===== config.mk =====
export PLATFORM = sky130hd
export DESIGN_NAME = tsop_port
export DESIGN_NICKNAME = d
export VERILOG_FILES = /design/src/rtl/tsop_port.v
export VERILOG_INCLUDE_DIRS = /design/src /design/src/rtl
export SDC_FILE = /design/constraint.sdc
export NUM_CORES = 1
export LEC_CHECK = 0
export BUFFER_PORTS_ARGS = -buffer_cell sky130_fd_sc_hd__buf_2
export CAP_MARGIN = 20
export CORE_AREA = 2 2 62 75
export DETAILED_ROUTE_END_ITERATION = 12
export DIE_AREA = 0 0 64 77
export GPL_TIMING_DRIVEN = 0
export PLACE_DENSITY = 0.76
export SYNTH_ARGS = -nofsm -noshare
export SYNTH_HDL_FRONTEND = slang
export SYNTH_SLANG_ARGS = --single-unit

===== constraint.sdc =====
create_clock -name clk -period 2.27 [get_ports clk]
set_input_delay 0.227 -clock clk [delete_from_list [all_inputs] [get_ports clk]]
set_output_delay 0.227 -clock clk [all_outputs]
set_load 0.03 [all_outputs]

===== src/rtl/tsop_defs.vh =====
// Constants of the transport stream output port
// Assumes inclusion by the port module only
`ifndef TSOP_DEFS_VH
`define TSOP_DEFS_VH
`define TSOP_DIV_HALF   4'h4
`define TSOP_PKT_LEN    8'hbc
`define TSOP_PKT_LAST   8'hbb
`define TSOP_IRQ_REGS   3'h5
`define TSOP_SEL_BIT    7
`endif


===== src/rtl/tsop_port.v =====
// Transport stream output port with error and interrupt pins
// Assumes byte stream, event and pin inputs from the decoder core
`timescale 1ns/1ns
`include "tsop_defs.vh"
module tsop_port (
  // Clock and reset
  input  wire       clk,
  input  wire       rst,
  input  wire       clkEn,
  // Byte source
  input  wire [7:0] srcData,
  input  wire       srcStart,
  input  wire       srcValid,
  output wire       srcReady,
  // Clock select bits and external byte clock input
  input  wire       manualByteClock,
  input  wire       byteClockOutEnable,
  input  wire       extByteClockIn,
  // Transport pins
  input  wire       tsOutputDisable,
  output reg  [7:0] tsDataOut,
  output wire       tsDataOe,
  output reg        tsByteClockOut,
  output wire       tsByteClockOe,
  output reg        tsByteValid,
  output reg        tsPacketStart,
  // Error indication
  input  wire       errorIndicatorSelect,
  input  wire       uncorrectableBlock,
  input  wire       noSignal,
  output reg        blockErrorN,
  // Interrupt
  input  wire       irqEvent,
  input  wire       irqEnable,
  input  wire [2:0] irqRegRead,
  output wire       irqOut,
  output wire       irqOe
);

  ////////////////////////////////////////////////////////////////////////
  // Pin synchronisers
  reg [1:0] extClkSync_q;
  reg [1:0] disSync_q;
  reg       extClkPrev_q;
  always @(posedge clk or posedge rst) begin
    if (rst) begin
      extClkSync_q <= 2'h0;
      disSync_q    <= 2'h3;
      extClkPrev_q <= 1'h0;
    end else if (clkEn) begin
      extClkSync_q <= {extClkSync_q[0], extByteClockIn};
      disSync_q    <= {disSync_q[0], tsOutputDisable};
      extClkPrev_q <= extClkSync_q[1];
    end
  end

  assign tsDataOe      = ~disSync_q[1];
  assign tsByteClockOe = ~disSync_q[1];

  ////////////////////////////////////////////////////////////////////////
  // Byte clock source select
  wire       useExt;

  assign useExt = manualByteClock & byteClockOutEnable;

  ////////////////////////////////////////////////////////////////////////
  // Internal byte clock divider
  reg  [3:0] div_q;
  reg  [3:0] div_d;
  reg        intClk_q;
  reg        intClk_d;
  wire       intToggle;

  assign intToggle = (div_q == (`TSOP_DIV_HALF - 4'h1));

  always @* begin
    div_d    = div_q + 4'h1;
    intClk_d = intClk_q;
    if (intToggle) begin
      div_d    = 4'h0;
      intClk_d = ~intClk_q;
    end
  end

  always @(posedge clk or posedge rst) begin
    if (rst) begin
      div_q    <= 4'h0;
      intClk_q <= 1'h0;
    end else if (clkEn) begin
      div_q    <= div_d;
      intClk_q <= intClk_d;
    end
  end

  ////////////////////////////////////////////////////////////////////////
  // Edges of both clock sources
  wire extRise;
  wire extFall;
  wire intRise;
  wire intFall;
  wire clkRise;
  wire clkFall;
  wire slotEnd;

  assign extRise = extClkSync_q[1] & ~extClkPrev_q;
  assign extFall = ~extClkSync_q[1] & extClkPrev_q;
  assign intRise = intToggle & ~intClk_q;
  assign intFall = intToggle & intClk_q;
  assign clkRise = useExt ? extRise : intRise;
  assign clkFall = useExt ? extFall : intFall;

  // Only a fall of the pin clock itself ends a slot; a source switch
  // while the pin is low must not move the data
  assign slotEnd = clkFall & tsByteClockOut;

  ////////////////////////////////////////////////////////////////////////
  // Byte clock output
  reg byteClk_d;

  always @* begin
    byteClk_d = tsByteClockOut;
    if (clkRise)
      byteClk_d = 1'h1;
    else if (clkFall)
      byteClk_d = 1'h0;
  end

  always @(posedge clk or posedge rst) begin
    if (rst)
      tsByteClockOut <= 1'h0;
    else if (clkEn)
      tsByteClockOut <= byteClk_d;
  end

  ////////////////////////////////////////////////////////////////////////
  // Two-entry buffer
  reg  [8:0] buf_q [0:1];
  reg        wrPtr_q;
  reg        wrPtr_d;
  reg        rdPtr_q;
  reg        rdPtr_d;
  reg  [1:0] cnt_q;
  reg  [1:0] cnt_d;
  wire       pop;
  wire       push;

  assign srcReady = (cnt_q != 2'h2);
  assign push     = srcValid & srcReady;
  assign pop      = slotEnd & (cnt_q != 2'h0);

  always @* begin
    wrPtr_d = wrPtr_q;
    rdPtr_d = rdPtr_q;
    cnt_d   = cnt_q;
    if (push)
      wrPtr_d = ~wrPtr_q;
    if (pop)
      rdPtr_d = ~rdPtr_q;
    if (push && !pop)
      cnt_d = cnt_q + 2'h1;
    else if (pop && !push)
      cnt_d = cnt_q - 2'h1;
  end

  always @(posedge clk or posedge rst) begin
    if (rst) begin
      wrPtr_q <= 1'h0;
      rdPtr_q <= 1'h0;
      cnt_q   <= 2'h0;
    end else if (clkEn) begin
      wrPtr_q <= wrPtr_d;
      rdPtr_q <= rdPtr_d;
      cnt_q   <= cnt_d;
    end
  end

  // Buffer words, start flag above the byte
  always @(posedge clk or posedge rst) begin
    if (rst) begin
      buf_q[0] <= 9'h000;
      buf_q[1] <= 9'h000;
    end else if (clkEn && push) begin
      buf_q[wrPtr_q] <= {srcStart, srcData};
    end
  end

  ////////////////////////////////////////////////////////////////////////
  // Output byte slot, updated on falling edge of byte clock
  always @(posedge clk or posedge rst) begin
    if (rst) begin
      tsDataOut     <= 8'h00;
      tsByteValid   <= 1'h0;
      tsPacketStart <= 1'h0;
    end else if (clkEn && slotEnd) begin
      if (cnt_q != 2'h0) begin
        tsDataOut     <= buf_q[rdPtr_q][7:0];
        tsByteValid   <= 1'h1;
        tsPacketStart <= buf_q[rdPtr_q][8];
      end else begin
        tsByteValid   <= 1'h0;
        tsPacketStart <= 1'h0;
      end
    end
  end

  ////////////////////////////////////////////////////////////////////////
  // Block error
  always @(posedge clk or posedge rst) begin
    if (rst)
      blockErrorN <= 1'h1;
    else if (clkEn)
      blockErrorN <= errorIndicatorSelect ? ~noSignal
                                          : ~uncorrectableBlock;
  end

  ////////////////////////////////////////////////////////////////////////
  // Interrupt
  reg        irqPend_q;
  reg        irqPend_d;
  reg  [2:0] readMask_q;
  reg  [2:0] readMask_d;
  wire [2:0] readNext;
  wire       allRead;
  wire       evt;

  assign readNext = readMask_q | irqRegRead;
  assign allRead  = (readNext == 3'h7);
  assign evt      = irqEvent & irqEnable;

  // A new event wins over the last read and restarts the read set
  always @* begin
    irqPend_d  = irqPend_q;
    readMask_d = readMask_q;
    if (evt) begin
      irqPend_d  = 1'h1;
      readMask_d = 3'h0;
    end else if (irqPend_q) begin
      if (allRead) begin
        irqPend_d  = 1'h0;
        readMask_d = 3'h0;
      end else begin
        readMask_d = readNext;
      end
    end
  end

  always @(posedge clk or posedge rst) begin
    if (rst) begin
      irqPend_q  <= 1'h0;
      readMask_q <= 3'h0;
    end else if (clkEn) begin
      irqPend_q  <= irqPend_d;
      readMask_q <= readMask_d;
    end
  end

  // Open drain: pin level fixed low, enable pulls it
  assign irqOut = 1'b0;
  assign irqOe  = irqPend_q;

endmodule // tsop_port


==> flow_metrics.env, run 1 <==
export IMPL_cts_setup_buffers=0
export IMPL_leakage_nw=1.238
export IMPL_rows=26
export IMPL_wl_mm=3.651
export IMPL_post_place_cells=260
export IMPL_pwr_density_cell_nw_per_um2=1278
export IMPL_cts_max_path_buffers=2
export IMPL_synthArstFlopShare=1.000
export IMPL_synth_most_common_cell="dfrtp_1"
export IMPL_placeableCoreArea_um2=4197
export IMPL_dr_max_layer_used="met4"
export IMPL_whs_path_depth=2
export IMPL_drt_initial_drc_count=16
export IMPL_grt_pass1_vias=1458
export IMPL_io_pins=42
export IMPL_crit_fanout=4
export IMPL_fin_crit_sh=0.9048
export IMPL_syn_to_final_growth_pct=18.80
export IMPL_r2r_end="cnt_q[1]"
export IMPL_start_util=0.5218
export IMPL_p_total_mw=3.324
export IMPL_grt_pass1_wl_mm=6.423
export IMPL_ant_nets=0
export IMPL_postSynthCellCount=163
export IMPL_die_y_um=77
export IMPL_max_cap_violations=0
export IMPL_ctsHtreeMaxLevel=2
export IMPL_gr_usage_all_layers=0.1694
export IMPL_grt_overflow_total=0
export IMPL_route_met3_wl_um=186
export IMPL_cts_tree="done"
export IMPL_power_switching_mw=1.114
export IMPL_drc=0
export IMPL_antenna_found_initial=0
export IMPL_hold_start="extByteClockIn"
export IMPL_die_area_um2=4928
export IMPL_maxSlewHeadroom=0.5845
export IMPL_via_count=1407
export IMPL_syn_nets=190
export IMPL_tns_ps=0
export IMPL_drive_above_1_share=0.5070
export IMPL_crit_type="register to register"
export IMPL_p_seq_frac=0.434
export IMPL_synth_warnings=0
export IMPL_min_period_ps=2054
export IMPL_io_buffers=40
export IMPL_grt_max_degree=27
export IMPL_pwr_share_comb=0.382
export IMPL_synth_top_area_share=0.5143
export IMPL_required_ps=2500
export IMPL_clkPwrFrac=0.184
export IMPL_clock_sinks=48
export IMPL_rsz0062_at_grt="false"
export IMPL_wl_per_cell_um=13.57
export IMPL_cts_root_buf="clkbuf_8"
export IMPL_ys_flop_type="dfrtp_1"
export IMPL_clk_latency_ps=310
export IMPL_vias_per_cell=5.230
export IMPL_max_freq_mhz=486.9
export IMPL_startpoint_type="register"
export IMPL_cts_buffers=5
export IMPL_nNetsFinal=239
export IMPL_r2r_start="div_q[0]"
export IMPL_arrival_ps=2280
export IMPL_ys_types=37
export IMPL_hold_viol=0
export IMPL_hold_end="extClkSync_q[0]"
export IMPL_holdCritPathClass="input port to register"
export IMPL_diodes=0
export IMPL_end_kind="register"
export IMPL_run_status="finished clean"
export IMPL_ys_top_cells_by_count="45 x dfrtp_1, 33 x mux2_2, 9 x mux2_4"
export IMPL_sw_frac_of_total=0.3353
export IMPL_synth_edff_count=0
export IMPL_dp_hpwl_mm=2.682
export IMPL_die_w_um=64
export IMPL_setup_viol=0
export IMPL_vdd_drop_max_mv=0.7476
export IMPL_gp_congestion=0.6768
export IMPL_postSynthAreaPerCell_um2=13.43
export IMPL_slew_violations=0
export IMPL_ys_ff_latch=48
export IMPL_ys_seq_area_frac=0.5503
export IMPL_first_pass_iters=4
export IMPL_worst_pin_slew_ps=623.3
export IMPL_synth_top_area_cell="dfrtp_1"
export IMPL_layout_cells_non_filler=269
export IMPL_reg2reg_depth=9
export IMPL_wl_met2_mm=1.793
export IMPL_r2r_slack_ps=220
export IMPL_synth_area_leaders="dfrtp_1 51%, mux2_2 17%, mux2_4 6.2%, dfstp_2 3.6%, o21ai_0 1.6%"
export IMPL_clkTransAtPathRegs_ps=90
export IMPL_p_int_mw=2.209
export IMPL_syn_area_um2=2190
export IMPL_met1_length_mm=1.595
export IMPL_skew_ps=6.252
export IMPL_post_cts_resize_count=0
layout by cell type (no fill, tap or decap), drive strengths merged, types with 3 or more instances in the layout:
cell type  netlist  final
inv              6      6
dfstp            3      3
o21ai            7      7
nand2b           3      3
mux2            42     42
buf              6     47
nand2            8      8
dfrtp           45     45
nor2             6      6
clkbuf           1      6
and2             3      3
xnor2            3      3
xor2             3      3
final cells by class:
class | instances | area (um2)
Timing Repair Buffer | 42 | 230.2
Clock buffer | 5 | 68.82
Inverter | 6 | 22.52
Tap cell | 56 | 70.07
Fill cell | 326 | 1595
Buffer | 7 | 51.30
Sequential cell | 48 | 1205
Multi-Input combinational cell | 102 | 910.9
Clock inverter | 3 | 42.54
critical path, cell delays in order (launching register included):
cell,delay [ps]
dfrtp_1,390
ha_1,170
nor3b_2,280
and2_1,190
nand2_1,60
a21o_1,180
ha_1,250
nand2b_1,170
nor2_1,140
xor2_1,150
how the worst max path moves through the flow:
stage / startpoint / end / slack (ps) / depth (start not counted)
after floorplan: div_q[0] / cnt_q[1] / 420 / 9
after global placement: div_q[0] / cnt_q[1] / 270 / 9
after detailed placement: div_q[0] / cnt_q[1] / 230 / 9
after CTS: div_q[0] / cnt_q[1] / 200 / 9
after global routing: div_q[0] / cnt_q[1] / 50 / 9
final: div_q[0] / cnt_q[1] / 220 / 9
routing by layer:
metal | up-vias | global-route usage
li1 | 668 | -
met1 | 693 | 0.1980
met2 | 40 | 0.2875
met3 | 6 | 0.04399
met4 | 0 | 0.07826
met5 | - | 0
per-stage QoR:
stage / setup WS, ps / util / area (um2) / hold slack (ps)
after global placement: 267.4 / 0.5862 / 2460 / 468.5
final: 216.1 / 0.6199 / 2601 / 153.3
after floorplan: 415.6 / - / 2190 / 375.5
after detailed placement: 228.6 / 0.5909 / 2480 / 278.3
after CTS: 201.9 / 0.6199 / 2601 / 141.1
after global routing: 52.90 / 0.6199 / 2601 / 147.3
repair_timing:
item	4_1_cts	5_1_grt
endpoints found under the hold margin	22	0
hold buffers	1	0
endpoints found under the setup margin	0	0
logic make-up after synthesis:
kind of cell	after synthesis	share of synthesized area
compound gates	19	0.05828
fa+ha+maj	2	0.01143
flops	48	0.5503
buf+inv	13	0.03371
mux	44	0.2406
xor+xnor	6	0.02400
simple gates	30	0.08001
other cells	1	0.001713
flip-flops by register name, summed over array words and instances (netlist names), 2 cells and up:
register,cells
readMask_q,3
cnt_q,2
disSync_q,2
tsDataOut,8
buf_q,18
div_q,4
extClkSync_q,2
power groups by stage:
stage / Clock [mW] / Combinational, mW / Sequential (mW)
finish: 0.613 / 1.27 / 1.44
detailed placement: 0 / 1.28 / 1.46
global route: 0.661 / 1.38 / 1.49
global placement: 0 / 1.25 / 1.45
CTS: 0.636 / 1.29 / 1.45
floorplan: 0 / 0.826 / 1.61
Power figures use the tool's default switching activity.
==> run 2: changes to the inputs <==
--- a/config.mk
+++ b/config.mk
@@ -13,6 +13,7 @@
 export DIE_AREA = 0 0 64 77
 export GPL_TIMING_DRIVEN = 0
 export PLACE_DENSITY = 0.76
+export RECOVER_POWER = 50
 export SYNTH_ARGS = -nofsm -noshare
 export SYNTH_HDL_FRONTEND = slang
 export SYNTH_SLANG_ARGS = --single-unit
==> run 2 against run 1 <==
  * Wire length is 0.22% higher
  * Global-route usage unchanged
  * Via count shrank 0.21%
  * Critical path depth did not move
  * Power shrank 0.66%
  * Largest power group unchanged
  * Highest routed layer unchanged
==> flow_metrics.env, run 2 (synthesis gave the netlist of run 1 again) <==
export IMPL_run_status="finished clean"
export IMPL_r2r_start="div_q[0]"
export IMPL_leakage_nw=1.195
export IMPL_cts_tree="done"
export IMPL_top_register="buf_q"
export IMPL_crit_fanout=4
export IMPL_grt_pass1_wl_mm=6.423
export IMPL_grt_pass1_vias=1458
export IMPL_r2r_end="cnt_q[1]"
export IMPL_fin_crit_sh=0.9103
export IMPL_pwr_density_cell_nw_per_um2=1284
export IMPL_startpoint_type="register"
export IMPL_first_pass_iters=4
export IMPL_rsz0062_at_grt="false"
export IMPL_hold_viol=0
export IMPL_setup_viol=0
export IMPL_diodes=0
export IMPL_tns_ps=0
export IMPL_syn_to_final_growth_pct=17.43
export IMPL_io_buffers=40
export IMPL_nNetsFinal=239
export IMPL_start_util=0.5218
export IMPL_end_kind="register"
export IMPL_dp_slack_ps=228.6
export IMPL_crit_path_cell_trace="ha_1 > nor3b_2 > and2_1 > nand2_1 > a21o_1 > ha_1 > nand2b_1 > nor2_1 > xor2_1"
export IMPL_crit_type="register to register"
export IMPL_reg2reg_depth=9
export IMPL_wl_per_cell_um=13.60
export IMPL_skew_ps=5.780
export IMPL_arrival_ps=2300
export IMPL_largest_reg_flops=18
export IMPL_max_freq_mhz=484.0
export IMPL_io_pins=42
export IMPL_drc=0
export IMPL_layout_common_cells="45 x dfrtp_1, 33 x mux2_2, 30 x buf_2"
export IMPL_cpMostUsedCell="ha_1"
export IMPL_dp_hpwl_mm=2.682
export IMPL_slew_violations=0
export IMPL_placeableCoreArea_um2=4197
export IMPL_vdd_drop_max_mv=0.7235
export IMPL_startpoint="div_q[0]"
export IMPL_endpoint="cnt_q[1]"
export IMPL_ctsHtreeMaxLevel=2
export IMPL_min_period_ps=2066
export IMPL_r2r_slack_ps=200
export IMPL_cts_max_path_buffers=2
export IMPL_worst_pin_slew_ps=821.7
export IMPL_post_cts_resize_count=0
export IMPL_holdCritPathClass="input port to register"
export IMPL_wl_mm=3.659
export IMPL_die_area_um2=4928
export IMPL_clk_latency_ps=310
export IMPL_required_ps=2500
export IMPL_reg_largest_list="buf_q (18), tsDataOut (8), div_q (4)"
export IMPL_slowest_stage="dfrtp_1"
export IMPL_vias_per_cell=5.219
export IMPL_gr_usage_all_layers=0.1694
export IMPL_clkTransAtPathRegs_ps=90
export IMPL_grt_max_degree=27
export IMPL_drt_initial_drc_count=12
export IMPL_gp_congestion=0.6768
export IMPL_max_cap_violations=0
export IMPL_die_w_um=64
export IMPL_clock_sinks=48
export IMPL_cts_root_buf="clkbuf_8"
export IMPL_final_common_cell="dfrtp_1"
export IMPL_die_y_um=77
export IMPL_antenna_found_initial=0
export IMPL_cts_buffers=5
export IMPL_crit_path_max_incr_delay_ps=390
export IMPL_maxSlewHeadroom=0.4516
export IMPL_via_count=1404
export IMPL_drive_above_1_share=0.4460
export IMPL_rows=26
export IMPL_ant_nets=0
export IMPL_setup_ws_ps=203.7
export IMPL_grt_overflow_total=0
-- run 2: changes by cell type in the layout (fill, tap and decap cells not counted) --
cell / previous run / this run
buf_2: 42 / 30
clkbuf_1: 1 / 13
buf_12: 1 / 0
clkbuf_2: 0 / 1
inv_1: 5 / 6
inv_2: 1 / 0
-- run 2: how the worst min path moves through the flow --
stage,startpoint,to,cells after the start
after global routing,tsOutputDisable,disSync_q[0],2
after detailed placement,rst,div_q[3],2
after global placement,tsByteValid,tsByteValid,1
final,extByteClockIn,extClkSync_q[0],2
after floorplan,srcData[1],buf_q[10],1
after CTS,extByteClockIn,extClkSync_q[0],2
-- run 2: critical path, delay by kind of cell, from the launching register on --
family / cells / cell delay, ps
AO/OA/AOI/OAI: 1 / 180
XOR/XNOR: 1 / 150
adder cells (fa/ha/maj): 2 / 420
flip-flops: 1 / 390
AND/OR/NAND/NOR: 5 / 850
-- run 2: report_power, final --
group / internal, mW / switching, mW
clock: 0.326 / 0.289
sequential: 1.23 / 0.219
combinational: 0.634 / 0.610
-- run 2: routing by layer --
| layer | GRT usage | wire (um) | vias up |
|---|---|---|---|
| met2 | 0.2875 | 1816 | 38 |
| met5 | 0 | 0 | - |
| met4 | 0.07826 | 76 | 0 |
| li1 | - | - | 670 |
| met1 | 0.1980 | 1586 | 690 |
| met3 | 0.04399 | 179 | 6 |
-- run 2: layout make-up --
cell class	count	area, um2
Buffer	7	48.80
Clock buffer	5	68.82
Clock inverter	3	42.54
Fill cell	338	1625
Inverter	6	22.52
Multi-Input combinational cell	102	910.9
Sequential cell	48	1205
Tap cell	56	70.07
Timing Repair Buffer	42	202.7
-- run 2: repair_timing --
item,4_1_cts,5_1_grt
hold buffers,1,0
hold endpoints to repair,22,0
buffers inserted,0,0
-- run 2: stage by stage --
stage          power (mW)    util  std cells  hold slack, ps  instance area [um2]
6_report            3.302  0.6127        269           150.6                 2571
5_1_grt             3.515  0.6127        269           147.3                 2571
4_1_cts             3.370  0.6199        269           141.1                 2601
3_5_place_dp        2.744  0.5909        260           278.3                 2480
3_3_place_gp        2.697  0.5862        259           468.5                 2460
2_1_floorplan       2.435       -        163           375.5                 2190
